==> src/verilog/flash_pkg.sv <==
// Purpose: constants and types for the flash program/erase control block
// Assumes: 8-bit cpu bus with 16-bit addresses, one access per cycle
// Notes:   flash_control at 0xfe08, flash_protect_start byte at 0xff7e
package flash_pkg;
  localparam logic [15:0] control_addr   = 16'hfe08;
  localparam logic [15:0] protect_addr   = 16'hff7e;
  localparam logic [15:0] user_lo_addr   = 16'h8000;
  localparam logic [15:0] user_hi_addr   = 16'hfdff;
  localparam logic [15:0] vector_lo_addr = 16'hffdc;
  localparam logic [15:0] vector_hi_addr = 16'hffff;
  localparam int          hv_bit         = 3;
  localparam int          mass_bit       = 2;
  localparam int          erase_bit      = 1;
  localparam int          prog_bit       = 0;
  localparam logic [3:0]  control_reset  = 4'h0;
  localparam logic [7:0]  erased_byte    = 8'hff;
  localparam logic [7:0]  protect_none   = 8'hff;
  localparam int          row_shift      = 6;
  localparam int          page_shift     = 7;

  typedef enum logic [1:0] {st_idle, st_selected, st_armed, st_active} seq_t;

  typedef struct packed {
    logic [3:0]  ctrl;
    seq_t        seq;
    logic        protect_read;
    logic [15:0] latch_addr;
    logic [7:0]  latch_data;
    logic        row_fail;
    logic        hv_on;
    logic        erase_pulse;
    logic        mass_pulse;
    logic        prog_pulse;
    logic [15:0] op_addr;
    logic [7:0]  op_data;
    logic [7:0]  rdata;
    logic [7:0]  protect_shadow;
  } flash_state_t;
endpackage

==> src/verilog/flash_program_erase_control.sv <==
// Purpose: control logic for program, page erase and mass erase of the flash
// Assumes: cpu bus reads return data one cycle after rd_en; array is external
// Notes:   array reads come in on array_rdata; pulses drive the array macro
`timescale 1ns/1ns
module flash_program_erase_control
  import flash_pkg::*;
(
  input  wire logic        sys_clk,
  input  wire logic        rstn,
  input  wire logic [15:0] addr,
  input  wire logic        rd_en,
  input  wire logic        wr_en,
  input  wire logic [7:0]  wdata,
  input  wire logic [7:0]  array_rdata,
  input  wire logic [7:0]  protect_byte,
  output logic      [7:0]  rdata,
  output logic             high_voltage_enable,
  output logic             erase_strobe,
  output logic             mass_strobe,
  output logic             program_strobe,
  output logic      [15:0] op_addr,
  output logic      [7:0]  op_data,
  output logic             row_fail
);

  // ==========================================================
  // helpers
  function automatic logic in_flash(input logic [15:0] a);
    in_flash = (a >= user_lo_addr && a <= user_hi_addr) ||
               (a >= vector_lo_addr && a <= vector_hi_addr) ||
               (a == protect_addr);
  endfunction

  function automatic logic [15:0] protect_start(input logic [7:0] bits);
    protect_start = {1'b1, bits, 7'h00};
  endfunction

  function automatic logic is_protected(input logic [15:0] a, input logic [7:0] bits);
    is_protected = (bits != protect_none) && (a >= protect_start(bits));
  endfunction

  function automatic logic same_row(input logic [15:0] a, input logic [15:0] b);
    same_row = (a[15:row_shift] == b[15:row_shift]);
  endfunction

  function automatic logic [15:0] page_base(input logic [15:0] a);
    page_base = {a[15:page_shift], 7'h00};
  endfunction

  // ==========================================================
  // state
  flash_state_t state_reg;
  flash_state_t state_next;

  logic        ctrl_wr;
  logic        flash_wr;
  logic [3:0]  wctrl;
  logic        hv_ok;

  always_comb begin
    state_next  = state_reg;
    ctrl_wr     = wr_en && (addr == control_addr);
    flash_wr    = wr_en && in_flash(addr);
    wctrl       = wdata[3:0];
    hv_ok       = 1'b0;
    state_next.erase_pulse = 1'b0;
    state_next.mass_pulse  = 1'b0;
    state_next.prog_pulse  = 1'b0;
    state_next.protect_shadow = protect_byte;

    // read path
    if (rd_en && addr == control_addr) begin
      state_next.rdata = {4'h0, state_reg.ctrl};
    end else if (rd_en && in_flash(addr)) begin
      state_next.rdata = array_rdata;
    end else if (rd_en) begin
      state_next.rdata = 8'h00;
    end

    // reading the protect byte in st_selected lets the next flash write arm the sequence
    if (rd_en && addr == protect_addr && state_reg.seq == st_selected) begin
      state_next.protect_read = 1'b1;
    end

    if (ctrl_wr) begin
      // erase wins if both are requested
      state_next.ctrl[erase_bit] = wctrl[erase_bit];
      state_next.ctrl[prog_bit]  = wctrl[prog_bit] && !wctrl[erase_bit];
      state_next.ctrl[mass_bit]  = wctrl[mass_bit];
      if (state_reg.ctrl[erase_bit] && !wctrl[erase_bit] && !wctrl[prog_bit]) begin
        state_next.ctrl[prog_bit] = 1'b0;
      end
      // the write that raises high voltage must leave the select bits as they are
      hv_ok = (state_reg.ctrl[erase_bit] || state_reg.ctrl[prog_bit]) &&
              wctrl[erase_bit] == state_reg.ctrl[erase_bit] &&
              wctrl[prog_bit] == state_reg.ctrl[prog_bit] &&
              state_reg.seq == st_armed &&
              !is_protected(state_reg.latch_addr, protect_byte) &&
              !(state_reg.ctrl[mass_bit] && state_reg.ctrl[erase_bit] &&
                protect_byte != protect_none);
      if (wctrl[hv_bit] && !state_reg.ctrl[hv_bit]) begin
        state_next.ctrl[hv_bit] = hv_ok;
      end else begin
        state_next.ctrl[hv_bit] = wctrl[hv_bit];
      end
      if (!wctrl[erase_bit] && !wctrl[prog_bit]) begin
        state_next.seq          = st_idle;
        state_next.protect_read = 1'b0;
        state_next.row_fail     = state_reg.row_fail;
      end else if (state_reg.seq == st_idle) begin
        state_next.seq      = st_selected;
        state_next.row_fail = 1'b0;
      end
      if (hv_ok && wctrl[hv_bit] && !state_reg.ctrl[hv_bit]) begin
        state_next.seq = st_active;
        if (state_reg.ctrl[erase_bit]) begin
          state_next.erase_pulse = 1'b1;
          state_next.mass_pulse  = state_reg.ctrl[mass_bit];
          state_next.op_addr     = state_reg.ctrl[mass_bit] ? user_lo_addr :
            page_base(state_reg.latch_addr);
        end
      end
    end else if (flash_wr) begin
      // unrelated accesses pass without effect on the sequence
      if (state_reg.seq == st_selected && state_reg.protect_read) begin
        state_next.latch_addr = addr;
        state_next.latch_data = wdata;
        state_next.seq        = st_armed;
      end else if (state_reg.seq == st_active && state_reg.ctrl[prog_bit] &&
                   state_reg.ctrl[hv_bit]) begin
        if (!same_row(addr, state_reg.latch_addr)) begin
          state_next.row_fail = 1'b1;
        end else if (!state_reg.row_fail) begin
          state_next.prog_pulse = 1'b1;
          state_next.op_addr    = addr;
          state_next.op_data    = wdata;
        end
      end
    end
  end

  always_ff @(posedge sys_clk or negedge rstn) begin
    if (!rstn) begin
      state_reg                <= '0;
      state_reg.ctrl           <= control_reset;
      state_reg.seq            <= st_idle;
      state_reg.rdata          <= erased_byte;
      state_reg.protect_shadow <= protect_none;
    end else begin
      state_reg <= state_next;
    end
  end

  // ==========================================================
  // outputs
  assign rdata               = state_reg.rdata;
  assign high_voltage_enable = state_reg.ctrl[hv_bit];
  assign erase_strobe        = state_reg.erase_pulse;
  assign mass_strobe         = state_reg.mass_pulse;
  assign program_strobe      = state_reg.prog_pulse;
  assign op_addr             = state_reg.op_addr;
  assign op_data             = state_reg.op_data;
  assign row_fail            = state_reg.row_fail;

  // ==========================================================
  // checks: control and high voltage
  a_interlock_never_both: assert property (@(posedge sys_clk) disable iff (!rstn)
    !(state_reg.ctrl[erase_bit] && state_reg.ctrl[prog_bit]))
    else $error("erase and program both set");

  a_hv_needs_select: assert property (@(posedge sys_clk) disable iff (!rstn)
    $rose(high_voltage_enable) |-> $past(state_reg.seq) == st_armed)
    else $error("high voltage without sequence");

  a_hv_select_bit: assert property (@(posedge sys_clk) disable iff (!rstn)
    $rose(high_voltage_enable) |->
      ($past(state_reg.ctrl[erase_bit]) || $past(state_reg.ctrl[prog_bit])))
    else $error("high voltage without erase or program selected");

  a_hv_keeps_select: assert property (@(posedge sys_clk) disable iff (!rstn)
    $rose(high_voltage_enable) |-> (state_reg.ctrl[erase_bit] || state_reg.ctrl[prog_bit]))
    else $error("high voltage raised while select bits dropped");

  a_hv_on_write: assert property (@(posedge sys_clk) disable iff (!rstn)
    $rose(high_voltage_enable) |-> $past(ctrl_wr))
    else $error("high voltage rose without a control write");

  a_hv_after_read: assert property (@(posedge sys_clk) disable iff (!rstn)
    $rose(high_voltage_enable) |-> $past(state_reg.protect_read))
    else $error("high voltage before protect byte read");

  a_hv_protected_refused: assert property (@(posedge sys_clk) disable iff (!rstn)
    (ctrl_wr && wdata[hv_bit] && !high_voltage_enable &&
     is_protected(state_reg.latch_addr, protect_byte)) |=> !high_voltage_enable)
    else $error("high voltage set in protected block");

  a_mass_refused: assert property (@(posedge sys_clk) disable iff (!rstn)
    (ctrl_wr && wdata[hv_bit] && !high_voltage_enable && state_reg.ctrl[mass_bit] &&
     state_reg.ctrl[erase_bit] && protect_byte != protect_none) |=> !high_voltage_enable)
    else $error("high voltage set for mass erase while protected");

  a_ctrl_upper_zero: assert property (@(posedge sys_clk) disable iff (!rstn)
    $past(rd_en) && $past(addr) == control_addr |-> rdata[7:4] == 4'h0)
    else $error("unused control bits read nonzero");

  a_ctrl_read_value: assert property (@(posedge sys_clk) disable iff (!rstn)
    $past(rd_en) && $past(addr) == control_addr |-> rdata[3:0] == $past(state_reg.ctrl))
    else $error("control read does not show control bits");

  a_flash_read_data: assert property (@(posedge sys_clk) disable iff (!rstn)
    $past(rd_en) && $past(addr) == protect_addr |-> rdata == $past(array_rdata))
    else $error("array read data not passed through");

  a_seq_needs_select: assert property (@(posedge sys_clk) disable iff (!rstn)
    state_reg.seq != st_idle |-> (state_reg.ctrl[erase_bit] || state_reg.ctrl[prog_bit]))
    else $error("sequence running with nothing selected");

  a_read_arms_seq: assert property (@(posedge sys_clk) disable iff (!rstn)
    $rose(state_reg.protect_read) |-> $past(state_reg.seq) == st_selected)
    else $error("protect read taken outside selection");

  // ==========================================================
  // checks: erase
  a_mass_inhibit: assert property (@(posedge sys_clk) disable iff (!rstn)
    mass_strobe |-> $past(protect_byte) == protect_none)
    else $error("mass erase while protected");

  a_shadow_unprotected: assert property (@(posedge sys_clk) disable iff (!rstn)
    mass_strobe |-> state_reg.protect_shadow == protect_none)
    else $error("mass erase with protect byte not all ones");

  a_mass_with_erase: assert property (@(posedge sys_clk) disable iff (!rstn)
    mass_strobe |-> erase_strobe)
    else $error("mass strobe without erase strobe");

  a_mass_base_addr: assert property (@(posedge sys_clk) disable iff (!rstn)
    mass_strobe |-> op_addr == user_lo_addr)
    else $error("mass erase address not array base");

  a_erase_needs_hv: assert property (@(posedge sys_clk) disable iff (!rstn)
    erase_strobe |-> high_voltage_enable)
    else $error("erase strobe without high voltage");

  a_erase_on_write: assert property (@(posedge sys_clk) disable iff (!rstn)
    erase_strobe |-> $past(ctrl_wr))
    else $error("erase strobe without a control write");

  a_strobe_one_cycle: assert property (@(posedge sys_clk) disable iff (!rstn)
    erase_strobe |=> !erase_strobe)
    else $error("erase strobe longer than one cycle");

  a_page_aligned: assert property (@(posedge sys_clk) disable iff (!rstn)
    (erase_strobe && !mass_strobe) |-> op_addr[6:0] == 7'h00)
    else $error("page erase address not aligned");

  a_page_in_latch: assert property (@(posedge sys_clk) disable iff (!rstn)
    (erase_strobe && !mass_strobe) |-> op_addr == page_base(state_reg.latch_addr))
    else $error("page erase not the latched page");

  a_page_unprotected: assert property (@(posedge sys_clk) disable iff (!rstn)
    (erase_strobe && !mass_strobe) |-> !is_protected(op_addr, state_reg.protect_shadow))
    else $error("page erase inside protected block");

  // ==========================================================
  // checks: program
  a_strobes_exclusive: assert property (@(posedge sys_clk) disable iff (!rstn)
    !(erase_strobe && program_strobe))
    else $error("erase and program strobes together");

  a_prog_in_row: assert property (@(posedge sys_clk) disable iff (!rstn)
    program_strobe |-> same_row(op_addr, state_reg.latch_addr))
    else $error("program outside latched row");

  a_prog_needs_hv: assert property (@(posedge sys_clk) disable iff (!rstn)
    program_strobe |-> high_voltage_enable && state_reg.ctrl[prog_bit])
    else $error("program strobe without program mode and high voltage");

  a_prog_on_write: assert property (@(posedge sys_clk) disable iff (!rstn)
    program_strobe |-> $past(flash_wr))
    else $error("program strobe without an array write");

  a_prog_data_taken: assert property (@(posedge sys_clk) disable iff (!rstn)
    program_strobe |-> op_data == $past(wdata) && op_addr == $past(addr))
    else $error("program byte or address not the written one");

  a_latch_capture: assert property (@(posedge sys_clk) disable iff (!rstn)
    (flash_wr && state_reg.seq == st_selected && state_reg.protect_read) |=>
      (state_reg.latch_addr == $past(addr) && state_reg.latch_data == $past(wdata)))
    else $error("row write not captured");

  a_row_fail_blocks: assert property (@(posedge sys_clk) disable iff (!rstn)
    row_fail && $past(row_fail) |-> !program_strobe)
    else $error("programming after row failure");

  a_prog_row_ok: assert property (@(posedge sys_clk) disable iff (!rstn)
    program_strobe |-> !row_fail)
    else $error("program strobe with row failure set");

  a_fail_needs_prog: assert property (@(posedge sys_clk) disable iff (!rstn)
    $rose(row_fail) |-> state_reg.ctrl[prog_bit])
    else $error("row failure outside program mode");

endmodule

==> config.mk <==
export PLATFORM = sky130hd
export DESIGN_NAME = flash_program_erase_control
export DESIGN_NICKNAME = d
export VERILOG_FILES = /design/src/verilog/flash_pkg.sv /design/src/verilog/flash_program_erase_control.sv
export SDC_FILE = /design/constraint.sdc
export NUM_CORES = 1
export LEC_CHECK = 0
export BUFFER_PORTS_ARGS = -buffer_cell sky130_fd_sc_hd__buf_2
export CAP_MARGIN = 25
export CORE_ASPECT_RATIO = 0.75
export CORE_UTILIZATION = 48
export DETAILED_ROUTE_END_ITERATION = 6
export PLACE_DENSITY = 0.72
export SETUP_SLACK_MARGIN = 0.15
export SYNTH_ARGS = -nofsm -noshare
export SYNTH_HDL_FRONTEND = slang
export SYNTH_SLANG_ARGS = --single-unit
==> constraint.sdc <==
create_clock -name sys_clk -period 1.96 [get_ports sys_clk]
set_input_delay 0.392 -clock sys_clk [delete_from_list [all_inputs] [get_ports sys_clk]]
set_output_delay 0.392 -clock sys_clk [all_outputs]
set_load 0.005 [all_outputs]
==> out/metrics.csv <==
stage;metric;value;unit
placed_design;Place WS;-0.424;ns
sta;fin crit period;2.21;ns
worst_setup_path;R2R Setup Slk;-0.25;ns
floorplan;number of core rows;25;
outcome;failing checks;negative setup slack;
placed_design;port bufs;80;
sta;post-route setup TNS;-6.02;ns
grt;initial antenna violation count;0;
worst_setup_path;CP Launch Type;flop;
sta;final worst path period share;113;%
sta;Fmax;0.452;GHz
job;MaxCap Viol Count;0;
worst_setup_path;critical path arrival;2.44;ns
sta;final worst slack;-0.254;ns
placed_design;Placer Congestion;0.881;
sta;Slew @ Worst Pin;0.411;ns
floorplan;area of the core;6440;sq um
worst_setup_path;crit path max fanout;6;
sta;RSZ-0062 raised after global routing;yes;
detailed_routing;Via-to-Cell Ratio;5.41;
clocking;CTS Hold Bufs;0;
yosys;largest family of logic cells by synthesized area;simple AND/OR/NAND/NOR gates;
grt;GRT Util Overall;23.7;%
pwr;logic gate share of total power;10.4;%
pwr;sw frac;24.3;%
clocking;Num Clock Sinks;59;
pwr;Pleak;2.32;nW
clocking;CTS tree;yes;
yosys;synthesized flop and latch total;59;
yosys;Syn Area/Cell;11.0;sq um
placed_design;DP HPWL;5.93;mm
clocking;H-tree depth;3;
yosys;Ys Warns;0;
yosys;Synth Area in Compound Gates;12.3;%
final_layout;n_diodes;0;
floorplan;Die Ht;73.7;microns
worst_setup_path;worst r2r src;state_reg[62];
worst_setup_path;R2R cell count;7;
yosys;post-synthesis xor/xnor area fraction;2.93;%
yosys;Post-synth ARST share;100;%
worst_setup_path;required time worst endpoint;2.19;ns
floorplan;die width;97.6;microns
final_layout;Largest register FFs;22;
worst_setup_path;Reg-to-Reg End;op_addr[13];
final_layout;final instance area;4520;sq um
final_layout;commonest non-fill, non-tap cell in the layout;buf_2;
floorplan;die area;7190;sq um
clocking;Clock Pin Slew Worst Setup and Hold Paths;0.06;ns
sta;final setup skew;0.00725;ns
yosys;number of synthesized flops with an enable pin;0;
clocking;total CTS buffers;9;
sta;relative slew slack;72.6;%
yosys;Synth Flop Type;dfrtp_1;
detailed_routing;DR iter-0 viols;137;
final_layout;commonest cells after routing, fill and taps aside;buf_2, buf_4, dfrtp_1;
grt;grt total ovfl;0;
pwr;Switching Power;596;uW
pwr;Int Power;1.85;mW
min_path;worst min path class;in -> async;
yosys;Mapped Area;3290;sq um
sta;# setup viols final;28;
detailed_routing;WL/cell;16.8;microns
final_layout;Final Core Density;70.1;%
outcome;status;finished with violations;
detailed_routing;ANT nets after route;0;
pwr;Worst IR Drop VDD;0.000455;V
worst_setup_path;type of the worst setup path;reg -> reg;
yosys;mux contribution to synthesized area;10.9;%
yosys;Gate Count Post-Synth;298;
detailed_routing;DRT Wirelength;8.47;mm
final_layout;Layout Nets;471;
worst_setup_path;crit path capture type;flop;
clocking;maximum buffer depth of the clock tree;2;
final_layout;fill count;483;
detailed_routing;drt drc;0;
yosys;post-synth cell types;56;
yosys;adder-cell share of the synthesized area;3.04;%
final_layout;Area Growth Syn to Fin;37.4;%
clocking;root buffer cell;clkbuf_8;
floorplan;Initial Utilization;51.0;%
pwr;part of the power in registers;51.0;%
grt;first-pass GRT wire length;12.9;mm
yosys;post-synthesis sequential area ratio;45.2;%
grt;number of global-route vias before repair;2625;
detailed_routing;drt pass-1 iters;6;
detailed_routing;vias after detailed routing;2731;
pwr;Clk pwr share;38.5;%
sta;fin. max-slew vios;0;
grt;pin count of the biggest net entering global routing;60;
sta;Hold Fails Final Rpt;0;
clocking;clk_lat worst skew;0.34;ns
pwr;PwrDens;542;nW/um^2
floorplan;Top Ports;81;
yosys;syn_nets;350;
yosys;Simple-Gate Fraction of Synth Area;14.3;%
placed_design;placed cell area;4040;sq um
final_layout;layout cells sized above 1;57.1;%
[per-stage QoR]
stage                     cells  total power [mW]  hold slack (ns)
after floorplan             298              1.35           0.0964
after global placement      479              1.51            0.420
after detailed placement    479              1.51            0.422
after CTS                   501              2.46           0.0546
after global routing        505              2.55           0.0577
final                       505              2.45           0.0486
[logic make-up (layout without fill, tap and decap cells)]
kind of cell,after synthesis,after routing
fa+ha+maj,8,8
mux,32,32
xor+xnor,11,11
simple gates,72,72
compound gates,56,56
buf+inv,60,186
flops,59,59
[metal layers]
metal	up-vias	track usage, %	routed length [microns]
met2	105	37.1	3900
met4	0	8.99	111
met3	14	5.80	575
met5	-	0	0
met1	1335	32.3	3880
li1	1277	-	-
[worst max-delay path, stage by stage (launching register included)]
cell,delay (ns)
dfrtp_1,0.43
xor2_1,0.18
nor4_1,0.34
nand4_1,0.24
nor4b_4,0.28
buf_6,0.18
clkbuf_16,0.16
mux2_4,0.29
[synthesized netlist by cell type, drive strengths merged (2+ instances only)]
cell / count / area (sq um)
or2: 2 / 12.5
nand3: 10 / 62.6
mux2: 31 / 349
dfstp: 8 / 210
a21oi: 11 / 58.8
inv: 17 / 63.8
nor2: 13 / 48.8
a31oi: 2 / 12.5
nor3: 4 / 20.0
o21a: 2 / 15.0
a22o: 14 / 123
xor2: 8 / 70.1
dfrtp: 51 / 1280
buf: 40 / 294
and2: 3 / 18.8
clkbuf: 3 / 11.3
nand4: 4 / 25.0
nand2b: 2 / 12.5
a211o: 2 / 17.5
nor4b: 3 / 41.3
o21ai: 12 / 63.8
nor4: 6 / 67.6
nand2: 10 / 37.5
and4: 2 / 20.0
ha: 8 / 100
xnor2: 3 / 26.3
or4b: 2 / 23.8
a22oi: 5 / 37.5
and3: 4 / 25.0
[power by group through the flow]
stage / clock network [mW] / registers, mW / logic (mW)
after floorplan: 0 / 1.27 / 0.0839
after global placement: 0 / 1.27 / 0.240
after detailed placement: 0 / 1.27 / 0.244
after CTS: 0.966 / 1.25 / 0.248
after global routing: 1.02 / 1.25 / 0.284
final: 0.943 / 1.25 / 0.256
[how the worst max path moves through the flow]
stage	start	slack, ns	to	cells after the start
after floorplan	addr[1]	-0.17	op_addr[10]	6
after global placement	protect_byte[7]	-0.33	op_addr[13]	9
after detailed placement	protect_byte[7]	-0.42	op_addr[12]	9
after CTS	state_reg[60]	-0.23	op_addr[14]	9
after global routing	state_reg[60]	-0.33	op_addr[8]	9
final	state_reg[62]	-0.25	op_addr[13]	7
[timing repair]
action | CTS | global route
gates cloned | 0 | 1
pin swaps | 11 | 22
buffers inserted | 6 | 3
endpoints found under the setup margin | 28 | 39
resized for setup | 16 | 26
endpoints found under the hold margin | 0 | 0
[area by class of cell]
| type | count | area (sq um) | share of cell area (%) |
|---|---|---|---|
| clock buffer | 13 | 149 | 3.29 |
| inverter | 17 | 63.8 | 1.41 |
| sequential | 59 | 1490 | 32.9 |
| multi-input combinational | 179 | 1670 | 36.8 |
| timing repair buffer | 153 | 1040 | 23.0 |
| tap | 81 | 101 | 2.24 |
| clock inverter | 3 | 15.0 | 0.332 |
(Power assumes the default switching activity.)
